--- src/flash_host_defs.svh ---
// constants of the flash host controller: register map, command codes, bit positions, timing
// assumes word-mode flash with 20 address bits and a 16-bit data bus
`ifndef FLASH_HOST_DEFS_SVH
`define FLASH_HOST_DEFS_SVH

// ----------------------------------------
// software register offsets
// ----------------------------------------
`define REG_CTRL 8'h00
`define REG_ADDR 8'h04
`define REG_DATA 8'h08
`define REG_STATUS 8'h0c
`define REG_RESULT 8'h10

// ----------------------------------------
// command addresses and codes
// ----------------------------------------
`define UNLOCK_ADDR1 20'h00555
`define UNLOCK_ADDR2 20'h002aa
`define QUERY_ADDR 20'h00055
`define ANY_ADDR 20'h00000
`define PROT_VERIFY_LOW 12'h002
`define CMD_UNLOCK1 16'h00aa
`define CMD_UNLOCK2 16'h0055
`define CMD_PROGRAM 16'h00a0
`define CMD_ERASE_SETUP 16'h0080
`define CMD_SECTOR_ERASE 16'h0030
`define CMD_CHIP_ERASE 16'h0010
`define CMD_RESET 16'h00f0
`define CMD_AUTOSELECT 16'h0090
`define CMD_BYPASS_ENTER 16'h0020
`define CMD_BYPASS_EXIT2 16'h0000
`define CMD_SUSPEND 16'h00b0
`define CMD_RESUME 16'h0030
`define CMD_QUERY 16'h0098

// ----------------------------------------
// status bit positions and fields
// ----------------------------------------
`define ST_FAIL_BIT 5
`define ST_TOGGLE_BIT 6
`define SECT_HI 19
`define SECT_LO 12
`define OP_MSB 3
`define STATUS_PAD 27

// ----------------------------------------
// bus timing
// ----------------------------------------
`define CLK_PERIOD_NS 10
`define T_SETUP_NS 10
`define T_WE_LOW_NS 35
`define T_ACCESS_NS 70
`define T_HOLD_NS 10

`endif

--- src/flash_host_pkg.sv ---
// types shared by the flash host controller files
// assumes nothing beyond the package itself
package flash_host_pkg;

   typedef enum logic [3:0] {
      OP_READ = 4'h0,
      OP_PROG = 4'h1,
      OP_SECT_ERASE = 4'h2,
      OP_CHIP_ERASE = 4'h3,
      OP_RESET = 4'h4,
      OP_BYP_ENTER = 4'h5,
      OP_BYP_PROG = 4'h6,
      OP_BYP_EXIT = 4'h7,
      OP_SUSPEND = 4'h8,
      OP_RESUME = 4'h9,
      OP_PROT_VERIFY = 4'ha,
      OP_QUERY = 4'hb
   } op_t;

   typedef enum logic [2:0] {
      ST_IDLE = 3'b001,
      ST_ISSUE = 3'b010,
      ST_WAIT = 3'b100
   } state_t;

   typedef enum logic [2:0] {
      PH_SEQ = 3'b001,
      PH_POLL = 3'b010,
      PH_FINAL = 3'b100
   } phase_t;

   typedef enum logic [3:0] {
      CY_IDLE = 4'b0001,
      CY_SETUP = 4'b0010,
      CY_STROBE = 4'b0100,
      CY_HOLD = 4'b1000
   } cycle_t;

endpackage

--- src/flash_bus_cycle.sv ---
// one flash bus cycle, write or read, with chip select framing the strobe
// assumes flash data input is synchronous to mclk; start only when idle
`include "flash_host_defs.svh"

module flash_bus_cycle
   import flash_host_pkg::*;
#(
   parameter int SETUP_CYC = (`T_SETUP_NS + `CLK_PERIOD_NS - 1) / `CLK_PERIOD_NS,
   parameter int WE_CYC = (`T_WE_LOW_NS + `CLK_PERIOD_NS - 1) / `CLK_PERIOD_NS,
   parameter int ACC_CYC = (`T_ACCESS_NS + `CLK_PERIOD_NS - 1) / `CLK_PERIOD_NS
) (
   input wire logic mclk,
   input wire logic rst,
   input wire logic start,
   input wire logic write,
   input wire logic [19:0] addr,
   input wire logic [15:0] wdata,
   output logic done,
   output logic [15:0] rdata,
   output logic [19:0] flashAddr,
   output logic [15:0] flashDqOut,
   output logic flashDqOe,
   input wire logic [15:0] flashDqIn,
   output logic flashCeN,
   output logic flashWeN,
   output logic flashOeN
);

   initial begin
      if (SETUP_CYC < 1 || WE_CYC < 1 || ACC_CYC < 1 || ACC_CYC > 255) begin
         $error("flash_bus_cycle: cycle counts out of range");
      end
   end

   cycle_t cyc_r;
   logic [7:0] cnt_r;
   logic write_r;

   // ----------------------------------------
   // strobe sequencing
   // ----------------------------------------
   // address and data settle before the strobe falls and hold past its rise
   always_ff @(posedge mclk) begin
      if (rst) begin
         cyc_r <= CY_IDLE;
         cnt_r <= 8'h00;
         write_r <= 1'b0;
         flashAddr <= 20'h00000;
         flashDqOut <= 16'h0000;
         flashDqOe <= 1'b0;
         flashCeN <= 1'b1;
         flashWeN <= 1'b1;
         flashOeN <= 1'b1;
         done <= 1'b0;
         rdata <= 16'h0000;
      end else begin
         done <= 1'b0;
         unique case (cyc_r)
            CY_IDLE: begin
               if (start) begin
                  flashAddr <= addr;
                  flashDqOut <= wdata;
                  flashDqOe <= write;
                  write_r <= write;
                  flashCeN <= 1'b0;
                  cnt_r <= 8'(SETUP_CYC - 1);
                  cyc_r <= CY_SETUP;
               end
            end
            CY_SETUP: begin
               if (cnt_r == 8'h00) begin
                  // a fresh output-enable fall per read advances the toggle bits
                  flashWeN <= ~write_r;
                  flashOeN <= write_r;
                  cnt_r <= write_r ? 8'(WE_CYC - 1) : 8'(ACC_CYC - 1);
                  cyc_r <= CY_STROBE;
               end else begin
                  cnt_r <= cnt_r - 8'h01;
               end
            end
            CY_STROBE: begin
               if (cnt_r == 8'h00) begin
                  if (!write_r) begin
                     rdata <= flashDqIn;
                  end
                  flashWeN <= 1'b1;
                  flashOeN <= 1'b1;
                  cyc_r <= CY_HOLD;
               end else begin
                  cnt_r <= cnt_r - 8'h01;
               end
            end
            CY_HOLD: begin
               flashCeN <= 1'b1;
               flashDqOe <= 1'b0;
               done <= 1'b1;
               cyc_r <= CY_IDLE;
            end
         endcase
      end
   end

   // ----------------------------------------
   // checks
   // ----------------------------------------
   property p_addr_stable_we;
      @(posedge mclk) disable iff (rst)
      (!flashWeN && $past(!flashWeN)) |-> ($stable(flashAddr) && $stable(flashDqOut));
   endproperty
   a_addr_stable_we: assert property (p_addr_stable_we)
      else $error("address or data moved while write strobe low");

endmodule

--- src/flash_host_ctrl.sv ---
// host controller for a parallel boot-sector flash: command sequences and status polling
// assumes a word-mode flash on the pins and software on a simple strobe register port
//
// Design decisions made here: the register addresses and strobed register access.
`include "flash_host_defs.svh"

module flash_host_ctrl
   import flash_host_pkg::*;
#(
   parameter int MAX_POLLS = 100000
) (
   input wire logic mclk,
   input wire logic rst,
   input wire logic [7:0] regAddr,
   input wire logic [31:0] regWdata,
   input wire logic regWr,
   input wire logic regRd,
   output logic [31:0] regRdata,
   output logic [19:0] flashAddr,
   output logic [15:0] flashDqOut,
   output logic flashDqOe,
   input wire logic [15:0] flashDqIn,
   output logic flashCeN,
   output logic flashWeN,
   output logic flashOeN,
   input wire logic readyBusyN
);

   initial begin
      if (MAX_POLLS < 3) begin
         $error("flash_host_ctrl: MAX_POLLS too small");
      end
   end

   localparam int PW = $clog2(MAX_POLLS + 1);

   // ----------------------------------------
   // command sequence table
   // ----------------------------------------
   // returns {last, read, address, data} of one step of a sequence
   function automatic logic [37:0] seqStep(op_t op, logic [2:0] step, logic [19:0] a,
                                          logic [15:0] d);
      logic [19:0] sectAddr;
      logic [37:0] u1;
      logic [37:0] u2;
      sectAddr = {a[`SECT_HI:`SECT_LO], `PROT_VERIFY_LOW};
      u1 = {2'b00, `UNLOCK_ADDR1, `CMD_UNLOCK1};
      u2 = {2'b00, `UNLOCK_ADDR2, `CMD_UNLOCK2};
      seqStep = {2'b11, a, 16'h0000};
      case (op)
         OP_PROG, OP_SECT_ERASE, OP_CHIP_ERASE, OP_BYP_ENTER, OP_PROT_VERIFY: begin
            if (step == 3'd0 || (step == 3'd3 && op != OP_PROG && op != OP_PROT_VERIFY)) begin
               seqStep = u1;
            end else if (step == 3'd1 || step == 3'd4) begin
               seqStep = u2;
            end else if (step == 3'd2) begin
               case (op)
                  OP_PROG: seqStep = {2'b00, `UNLOCK_ADDR1, `CMD_PROGRAM};
                  OP_BYP_ENTER: seqStep = {2'b10, `UNLOCK_ADDR1, `CMD_BYPASS_ENTER};
                  OP_PROT_VERIFY: seqStep = {2'b00, `UNLOCK_ADDR1, `CMD_AUTOSELECT};
                  default: seqStep = {2'b00, `UNLOCK_ADDR1, `CMD_ERASE_SETUP};
               endcase
            end else if (op == OP_PROG) begin
               seqStep = {2'b10, a, d};
            end else if (op == OP_PROT_VERIFY) begin
               // fourth autoselect cycle is a read
               seqStep = {2'b11, sectAddr, 16'h0000};
            end else if (op == OP_SECT_ERASE) begin
               seqStep = {2'b10, a, `CMD_SECTOR_ERASE};
            end else begin
               seqStep = {2'b10, `UNLOCK_ADDR1, `CMD_CHIP_ERASE};
            end
         end
         OP_BYP_PROG: begin
            seqStep = (step == 3'd0) ? {2'b00, `ANY_ADDR, `CMD_PROGRAM} : {2'b10, a, d};
         end
         OP_BYP_EXIT: begin
            seqStep = (step == 3'd0) ? {2'b00, `ANY_ADDR, `CMD_AUTOSELECT}
                                     : {2'b10, `ANY_ADDR, `CMD_BYPASS_EXIT2};
         end
         OP_RESET: seqStep = {2'b10, `ANY_ADDR, `CMD_RESET};
         OP_SUSPEND: seqStep = {2'b10, `ANY_ADDR, `CMD_SUSPEND};
         OP_RESUME: seqStep = {2'b10, `ANY_ADDR, `CMD_RESUME};
         OP_QUERY: begin
            seqStep = (step == 3'd0) ? {2'b00, `QUERY_ADDR, `CMD_QUERY} : {2'b11, a, 16'h0000};
         end
         default: seqStep = {2'b11, a, 16'h0000};
      endcase
   endfunction

   function automatic logic polls(op_t op);
      polls = (op == OP_PROG || op == OP_SECT_ERASE || op == OP_CHIP_ERASE || op == OP_BYP_PROG);
   endfunction

   state_t state_r;
   phase_t phase_r;
   op_t op_r;
   op_t opIn;
   logic [2:0] step_r;
   logic [19:0] addr_r;
   logic [15:0] data_r;
   logic [15:0] result_r;
   logic [15:0] prev_r;
   logic [1:0] pollReads_r;
   logic [PW-1:0] pollCnt_r;
   logic bypass_r, failed_r, refused_r, failSeen_r;
   logic [37:0] cur;
   logic curLast, curRead, cycDone, ctrlWr, legal, toggled, pollFail;
   logic [15:0] cycRdata;

   assign cur = seqStep(op_r, step_r, addr_r, data_r);
   assign curLast = cur[37];
   assign curRead = cur[36];
   assign opIn = op_t'(regWdata[`OP_MSB:0]);
   assign ctrlWr = regWr && regAddr == `REG_CTRL;
   // in bypass only the short program and the exit are meaningful
   assign legal = regWdata[`OP_MSB:0] <= OP_QUERY &&
                  (bypass_r ? (opIn == OP_BYP_PROG || opIn == OP_BYP_EXIT)
                            : (opIn != OP_BYP_PROG && opIn != OP_BYP_EXIT));
   assign toggled = cycRdata[`ST_TOGGLE_BIT] != prev_r[`ST_TOGGLE_BIT];
   assign pollFail = (failSeen_r && cycRdata[`ST_FAIL_BIT]) ||
                     pollCnt_r == PW'(MAX_POLLS);

   flash_bus_cycle u_cycle (
      .mclk(mclk),
      .rst(rst),
      .start(state_r == ST_ISSUE),
      // polls and the final read use the target address
      .write(phase_r == PH_SEQ && !curRead),
      .addr(phase_r == PH_SEQ ? cur[35:16] : addr_r),
      .wdata(cur[15:0]),
      .done(cycDone),
      .rdata(cycRdata),
      .flashAddr(flashAddr),
      .flashDqOut(flashDqOut),
      .flashDqOe(flashDqOe),
      .flashDqIn(flashDqIn),
      .flashCeN(flashCeN),
      .flashWeN(flashWeN),
      .flashOeN(flashOeN)
   );

   // ----------------------------------------
   // sequencer
   // ----------------------------------------
   always_ff @(posedge mclk) begin
      if (rst) begin
         state_r <= ST_IDLE;
         phase_r <= PH_SEQ;
         op_r <= OP_READ;
         step_r <= 3'd0;
      end else begin
         unique case (state_r)
            ST_IDLE: begin
               if (ctrlWr && legal) begin
                  op_r <= opIn;
                  step_r <= 3'd0;
                  phase_r <= PH_SEQ;
                  state_r <= ST_ISSUE;
               end
            end
            ST_ISSUE: state_r <= ST_WAIT;
            ST_WAIT: begin
               if (cycDone) begin
                  state_r <= ST_ISSUE;
                  unique case (phase_r)
                     PH_SEQ: begin
                        if (!curLast) begin
                           step_r <= step_r + 3'd1;
                        end else if (polls(op_r)) begin
                           phase_r <= PH_POLL;
                        end else begin
                           state_r <= ST_IDLE;
                        end
                     end
                     PH_POLL: begin
                        // two reads in a row decide whether bit 6 still toggles
                        if (pollReads_r != 2'd0 && !toggled) begin
                           phase_r <= PH_FINAL;
                        end else if (pollReads_r != 2'd0 && pollFail) begin
                           op_r <= OP_RESET;
                           step_r <= 3'd0;
                           phase_r <= PH_SEQ;
                        end
                     end
                     PH_FINAL: state_r <= ST_IDLE;
                  endcase
               end
            end
         endcase
      end
   end

   // ----------------------------------------
   // poll tracking
   // ----------------------------------------
   always_ff @(posedge mclk) begin
      if (rst) begin
         prev_r <= 16'h0000;
         pollReads_r <= 2'd0;
         pollCnt_r <= '0;
         failSeen_r <= 1'b0;
      end else if (state_r == ST_IDLE) begin
         pollReads_r <= 2'd0;
         pollCnt_r <= '0;
         failSeen_r <= 1'b0;
      end else if (cycDone && phase_r == PH_POLL) begin
         prev_r <= cycRdata;
         pollReads_r <= (pollReads_r == 2'd2) ? 2'd2 : pollReads_r + 2'd1;
         pollCnt_r <= pollCnt_r + PW'(1);
         // toggling with bit 5 high forces one more comparison before failing
         if (toggled && cycRdata[`ST_FAIL_BIT]) begin
            failSeen_r <= 1'b1;
         end
      end
   end

   // ----------------------------------------
   // software registers
   // ----------------------------------------
   // target address and data are frozen while an operation runs
   always_ff @(posedge mclk) begin
      if (rst) begin
         addr_r <= 20'h00000;
         data_r <= 16'h0000;
      end else if (regWr && state_r == ST_IDLE) begin
         if (regAddr == `REG_ADDR) begin
            addr_r <= regWdata[19:0];
         end
         if (regAddr == `REG_DATA) begin
            data_r <= regWdata[15:0];
         end
      end
   end

   always_ff @(posedge mclk) begin
      if (rst) begin
         bypass_r <= 1'b0;
         failed_r <= 1'b0;
         refused_r <= 1'b0;
         result_r <= 16'h0000;
      end else begin
         if (ctrlWr) begin
            refused_r <= !(legal && state_r == ST_IDLE);
            if (legal && state_r == ST_IDLE) begin
               failed_r <= 1'b0;
            end
         end
         if (state_r == ST_WAIT && cycDone) begin
            if (phase_r == PH_POLL && pollReads_r != 2'd0 && toggled && pollFail) begin
               failed_r <= 1'b1;
            end
            if (phase_r == PH_FINAL || (phase_r == PH_SEQ && curLast && curRead)) begin
               result_r <= cycRdata;
            end
            if (phase_r == PH_SEQ && curLast && op_r == OP_BYP_ENTER) begin
               bypass_r <= 1'b1;
            end
            if (phase_r == PH_SEQ && curLast && op_r == OP_BYP_EXIT) begin
               bypass_r <= 1'b0;
            end
         end
      end
   end

   always_ff @(posedge mclk) begin
      if (rst) begin
         regRdata <= 32'h00000000;
      end else if (regRd) begin
         case (regAddr)
            `REG_CTRL: regRdata <= {28'h0000000, op_r};
            `REG_ADDR: regRdata <= {12'h000, addr_r};
            `REG_DATA: regRdata <= {16'h0000, data_r};
            `REG_STATUS: regRdata <= {`STATUS_PAD'h0, readyBusyN, bypass_r, refused_r,
                                      failed_r, state_r != ST_IDLE};
            `REG_RESULT: regRdata <= {16'h0000, result_r};
            default: regRdata <= 32'h00000000;
         endcase
      end else begin
         regRdata <= 32'h00000000;
      end
   end

   // ----------------------------------------
   // checks
   // ----------------------------------------
   property p_seq_reads_only_when_listed;
      @(posedge mclk) disable iff (rst)
      (!flashOeN && phase_r == PH_SEQ) |-> curRead;
   endproperty
   a_seq_reads_only_when_listed: assert property (p_seq_reads_only_when_listed)
      else $error("read strobe during a command write step");

   property p_fail_sends_reset;
      @(posedge mclk) disable iff (rst)
      (state_r == ST_WAIT && cycDone && phase_r == PH_POLL && pollReads_r != 2'd0 && toggled
       && pollFail) |=> (op_r == OP_RESET && phase_r == PH_SEQ && failed_r) ##1 !flashCeN;
   endproperty
   a_fail_sends_reset: assert property (p_fail_sends_reset)
      else $error("failure did not lead to a reset command");

   property p_bypass_prog_refused;
      @(posedge mclk) disable iff (rst)
      (state_r == ST_IDLE && ctrlWr && opIn == OP_BYP_PROG && !bypass_r)
         |=> (state_r == ST_IDLE && refused_r);
   endproperty
   a_bypass_prog_refused: assert property (p_bypass_prog_refused)
      else $error("short program issued outside bypass");

   property p_poll_at_target;
      @(posedge mclk) disable iff (rst)
      (phase_r != PH_SEQ && !flashOeN) |-> flashAddr == addr_r;
   endproperty
   a_poll_at_target: assert property (p_poll_at_target)
      else $error("status read away from the target address");

   property p_final_read_before_idle;
      @(posedge mclk) disable iff (rst)
      (state_r == ST_IDLE && $past(state_r) == ST_WAIT && polls(op_r))
         |-> ($past(phase_r) == PH_FINAL || failed_r);
   endproperty
   a_final_read_before_idle: assert property (p_final_read_before_idle)
      else $error("operation finished without a trailing data read");

   property p_two_reads_before_done;
      @(posedge mclk) disable iff (rst)
      $rose(phase_r == PH_FINAL) |-> pollReads_r == 2'd2;
   endproperty
   a_two_reads_before_done: assert property (p_two_reads_before_done)
      else $error("toggle decision taken on fewer than two reads");

   c_program_done: cover property (@(posedge mclk) disable iff (rst)
      phase_r == PH_FINAL && cycDone && op_r == OP_PROG);
   c_fail_reset: cover property (@(posedge mclk) disable iff (rst)
      failed_r && op_r == OP_RESET && state_r == ST_IDLE);
   c_bypass_prog: cover property (@(posedge mclk) disable iff (rst)
      bypass_r && op_r == OP_BYP_PROG && phase_r == PH_FINAL);

endmodule

--- config.mk ---
export PLATFORM = sky130hd
export DESIGN_NAME = flash_host_ctrl
export DESIGN_NICKNAME = d
export VERILOG_FILES = /design/src/flash_host_pkg.sv /design/src/flash_bus_cycle.sv /design/src/flash_host_ctrl.sv
export VERILOG_INCLUDE_DIRS = /design/src /design/src/src
export SDC_FILE = /design/constraint.sdc
export NUM_CORES = 1
export LEC_CHECK = 0
export ABC_AREA = 0
export BUFFER_PORTS_ARGS = -buffer_cell sky130_fd_sc_hd__buf_2
export CORE_MARGIN = 1
export CORE_UTILIZATION = 45
export DETAILED_ROUTE_END_ITERATION = 8
export GPL_TIMING_DRIVEN = 0
export PLACE_DENSITY = 0.74
export SYNTH_ARGS = -nofsm -noshare
export SYNTH_HDL_FRONTEND = slang
export SYNTH_SLANG_ARGS = --single-unit
--- constraint.sdc ---
create_clock -name mclk -period 4.85 [get_ports mclk]
set_input_delay 0.97 -clock mclk [delete_from_list [all_inputs] [get_ports mclk]]
set_output_delay 0.97 -clock mclk [all_outputs]
set_load 0.05 [all_outputs]
Yosys cells after proc, flatten, opt, wreduce, memory -nomap -nowiden
Index checks and enable logic that the tools add are counted.
- $add $sub $neg: 4
- multipliers: 0
- div/mod/pow operators: 0
- order comparisons: 1
- equality and inequality tests: 55
- shift-type cells: 0
- muxes and demuxes: 67
- bitwise operators: 3
- reductions and logical operators: 61
- operator list (operator ; count):
    $pmux 38 s7 ; 1
    $mux 38 ; 6
    $pmux 38 s3 ; 1
    $pmux 20 s5 ; 1
    $mux 37 ; 2
    $mux 3 ; 14
    $mux 36 ; 1
    $mux 4 ; 8
    $eq 4x3->1 const B ; 7
    $mux 8 ; 3
    $pmux 3 s2 ; 4
    $pmux 8 s3 ; 1
    $logic_and 1x1->1 ; 22
    $eq 4x4->1 const B ; 5
    $mux 20 ; 1
    $reduce_and 2->1 ; 9
    $add 17x1->17 const B ; 1
    $eq 17x17->1 const B ; 1
    $eq 8x4->1 const B ; 2
    $logic_not 8->1 ; 2
    $pmux 4 s4 ; 1
    $ne 3x3->1 const B ; 5
    $reduce_and 7->1 ; 2
    $mux 1 ; 13
    34 further kinds ; 78
- flip-flop bits (word level): 197
- latch bits: 0
- memory bits (writable): 0
- memory bits (read-only): 0
- output and inout bits: 72
- word-level logic and storage cells: 217
- memories kept: 0

Depth between registers and ports, before layout
- depth after elaboration: 12
- mapped depth: 10
- depth with buffers taken out: 8

Cells and area by module
A second synthesis with hierarchy kept.
- cell total of the unflattened synthesis: 995
- area total of the unflattened synthesis: 8468.1 um^2
- by module, submodules not included (module ; times used ; cells each ; area each (um^2) ; sequential area each (um^2)):
    flash_host_ctrl ; 1 ; 663 ; 5629.1 ; 2182.1
    flash_bus_cycle ; 1 ; 332 ; 2839.0 ; 1401.3

Worst setup path before layout
OpenSTA, ideal clock, no wires.
- path kind: input to register
- from: input port regAddr[0]
- to: register data_r[10]
- library setup time: 0.128 ns
- arrival: 2.717 ns
- required time: 4.722 ns
- slack: 2.006 ns
- stages on the path: 8
- path buffers: 2
- cell sequence: or4_4 > nor3_4 > and3b_1 > clkbuf_2 > nand3_2 > buf_2 > mux2i_1 > nor2_1
- longest elaborated chain between the ends: 2
- ends and longest elaborated chain (what ; RTL line ; RTL):
    start: declaration ; flash_host_ctrl.sv:14 ; input wire logic [7:0] regAddr,
    $eq 8x4->1 ; -- ;
    $reduce_and 2->1 (no line) ; -- ;
    end signal: assignment ; flash_host_ctrl.sv:231 ; data_r <= regWdata[15:0];
    end: declaration ; flash_host_ctrl.sv:101 ; logic [15:0] data_r;
Every way passes these cells.
A chain may end at the register's enable or synchronous reset.

Worst setup path after layout
- from: input port regAddr[0]
- to: register regRdata[9]
- longest elaborated chain between the ends: 2
- elaborated cells between the ends (all ways): 6
- classes of those cells: eq/ne: 4; mux: 1; reduce/logical: 1
- ends and longest elaborated chain (what ; RTL line ; RTL):
    $eq 8x5->1, or another cell as far along ; flash_host_ctrl.sv:270 ; case (regAddr)
    $pmux 20 s5 * ; flash_host_ctrl.sv:270 ;
    end signal: assignment ; flash_host_ctrl.sv:271 ; `REG_CTRL: regRdata <= {28'h0000000, op_r};
    end signal: assignment ; flash_host_ctrl.sv:272 ; `REG_ADDR: regRdata <= {12'h000, addr_r};
    end signal: assignment ; flash_host_ctrl.sv:273 ; `REG_DATA: regRdata <= {16'h0000, data_r};
    end: declaration ; flash_host_ctrl.sv:18 ; output logic [31:0] regRdata,
Every way passes the cells marked *; elsewhere a longest branch is shown, timed or not.

==> impl_results.md <==
- Dpl cell area: 0.009047 mm²
- First-pass GRT wire length: 36270 µm
- Max FO, Critical Path: 10
- Inserted Clock Buffers: 17
- Core Area: 0.01754 mm²
- Pre-Repair DR Iteration Count: 6
- Crit path kind: input port to register
- Reg clk slew, reported paths: 70 ps
- Largest net degree at the start of global routing: 17
- Critical Path AT: 3300 ps
- Mean Syn Cell Area: 8.680 µm²
- Syn Inst Count: 944
- Yosys reg bits: 179
- Main flop type after synthesis: dfxtp_1
- Cts repair resizes: 0
- Placed wire-length estimate: 17520 µm
- Vias in the first global route: 6721
- Grt ovf: 0
- Pwr per Cell Area: 343.1 mW/mm²
- Fmax: 338.9 MHz
- Final WL: 23720 µm
- Worst clock skew: 6.584 ps
- I/O Buffers: 106
- Vias per cell: 5.685
- Design area: 0.009706 mm²
- Final slew viol count: 0
- Most frequent CP cell: clkbuf_1
- Placer Congestion: 0.9424
- EDFF count, synth: 0
- Area growth syn-to-layout: 18.45%
- I/O pin total: 133
- CP peak stage delay: 570 ps
- Async S/R FF share, synth: 0%
- Postcts setup bufs: 0
- Final net count: 1151
- Final Cycle Share: 60.84%
- DP Worst Slack: 1517 ps
- 1st-iter DRT viols: 717
- Minimum clock period: 2951 ps
- Die height: 136.9 µm
- Pleak: 3.904 nW
- Multi-input gate area: 0.004205 mm²
- WHS: 453.0 ps
- Drt drc: 0
- Post-synth cell types: 89
- CP Capture Type: register
- Row Count: 48
- Final Hold Vio Count: 0
- CTS tree: built
- FILL cells: 1616
- Layout cells sized above 1: 19.03%
- Sequential-to-total area share from yosys stat: 43.73%
- Antenna-violating nets left: 0
- Status: finished, final reports clean
- Drt wl/cell: 17.97 µm
- H-tree lvl count: 4
- Setup ws final: 1899 ps
- Slew margin rel.: 38.12%
- Clock Latency Late Sink: 430 ps
- Max-cap viol count: 0
- Root buffer cell: clkbuf_16
- Total power: 3.330 mW
- Initial Util: 46.73%
- Die Area: 0.01875 mm²
- GRT Total Usage: 25.53%
- Worst Tran Pin Value: 924.7 ps
- CP cell instances: buf_2 -> or4_4 -> nor3_4 -> and3b_1 -> clkbuf_1 -> clkbuf_1 -> a222oi_1 -> nor2_1
- # clock sinks: 179
- Yosys warns: 0
- Crit path launch type: input port
- Worst path required time: 5200 ps
- Unrepaired setup endpoints after global routing: false
- Mapped Area: 0.008194 mm²
- Setup TNS: 0 ps
- Vias post-DR: 7504
- Max rail drop VDD: 0.3692 mV
- Storage cell area: 0.003583 mm²
- Slowest-stage cell, CP: or4_4
- Setup-failing EPs final: 0
- Clock Path Buffers: 2
- Die W: 136.9 µm
- CTS Hold Bufs: 0
- Hold WC Path Type: register to register
- Initial antenna violation count: 2
[placed cells by master, fill, tap and decap left out, types with 17 or more instances in the layout]
| cell type | synthesis | layout |
|---|---|---|
| a21oi_1 | 71 | 71 |
| a22o_1 | 21 | 21 |
| buf_2 | 7 | 113 |
| clkbuf_1 | 34 | 35 |
| clkbuf_16 | 0 | 17 |
| dfxtp_1 | 179 | 179 |
| inv_1 | 17 | 17 |
| mux2i_1 | 37 | 37 |
| nand2_1 | 127 | 127 |
| nand3_1 | 19 | 19 |
| nor2_1 | 118 | 118 |
| nor3_1 | 20 | 20 |
| o21ai_0 | 44 | 44 |
[stage by stage]
step / utilization (%) / cells
2_1_floorplan: - / 955
3_3_place_gp: 51.59 / 1286
3_5_place_dp: 51.59 / 1286
4_1_cts: 55.32 / 1318
5_1_grt: 55.33 / 1319
6_report: 55.34 / 1320
[cells by family after synthesis]
logic type	synth area share [%]
AND/OR/NAND/NOR	24.08
AO/OA/AOI/OAI	17.96
flip-flops	43.73
adder cells (fa/ha/maj)	1.527
multiplexers	5.069
buffers and inverters	5.451
other	0.04576
XOR/XNOR	2.138
[state kept, by name, summed over array words and instances, names as in the netlist, 8 cells and up]
register	flops
addr_r	20
data_r	16
pollCnt_r	17
regRdata	20
result_r	16
u_cycle.cnt_r	8
u_cycle.flashAddr	20
u_cycle.flashDqOut	16
u_cycle.rdata	16
[power by group]
part	internal, mW	total (mW)	switching [mW]
registers	1.48	1.50	0.0169
clock network	0.923	1.53	0.608
logic	0.103	0.301	0.198
total	2.51	3.33	0.824
[synth_stat cells, types with 6 or more instances]
library cell	instances	share of area [%]
a211oi_1	12	1.1
a21o_1	7	0.64
a21oi_1	71	4.3
a222oi_1	14	1.7
a22o_1	21	2.2
a31oi_1	11	0.84
and2_1	8	0.61
buf_2	7	0.43
buf_4	14	1.3
buf_6	6	0.82
clkbuf_1	34	1.6
dfxtp_1	179	44
ha_1	10	1.5
inv_1	17	0.78
mux2i_1	37	4.5
nand2_1	127	5.8
nand2b_1	13	0.99
nand3_1	19	1.2
nand4_1	7	0.53
nor2_1	118	5.4
nor2b_1	7	0.53
nor3_1	20	1.2
o21ai_0	44	2.7
or3_1	6	0.46
xnor2_1	6	0.64
xor2_1	14	1.5
[metal layers]
metal | vias to the layer above | global-route usage [%] | wire length [µm]
met3 | 43 | 4.926 | 1821
met2 | 319 | 39.03 | 10620
met4 | 0 | 10.01 | 576
met5 | - | 0 | 0
li1 | 3596 | - | -
met1 | 3546 | 35.19 | 10700
[layout make-up]
class                           instances  area share (%)
Multi-Input combinational cell        693           43.33
Buffer                                 66           3.945
Antenna cell                            2         0.05157
Tap cell                              225           2.901
Inverter                               17          0.6575
Timing Repair Buffer                  106           5.466
Clock inverter                         14           2.308
Clock buffer                           18           4.422
Sequential cell                       179           36.92
[final timing paths]
path | from | to | slack (ps) | depth (start not counted)
max | regAddr[0] | regRdata[9] | 1900 | 8
min | u_cycle.flashDqOut[5] | u_cycle.flashDqOut[5] | 450 | 2
max reg2reg | step_r[0] | result_r[11] | 2080 | 10
min reg2reg | u_cycle.flashDqOut[5] | u_cycle.flashDqOut[5] | 450 | 2
[critical path: cells and delay by family]
kind,cells,cell delay [ps]
and+or+nand+nor,4,1280
buffers and inverters,3,820
AOI/OAI and AO/OA,1,210
Power figures use the tool's default switching activity.
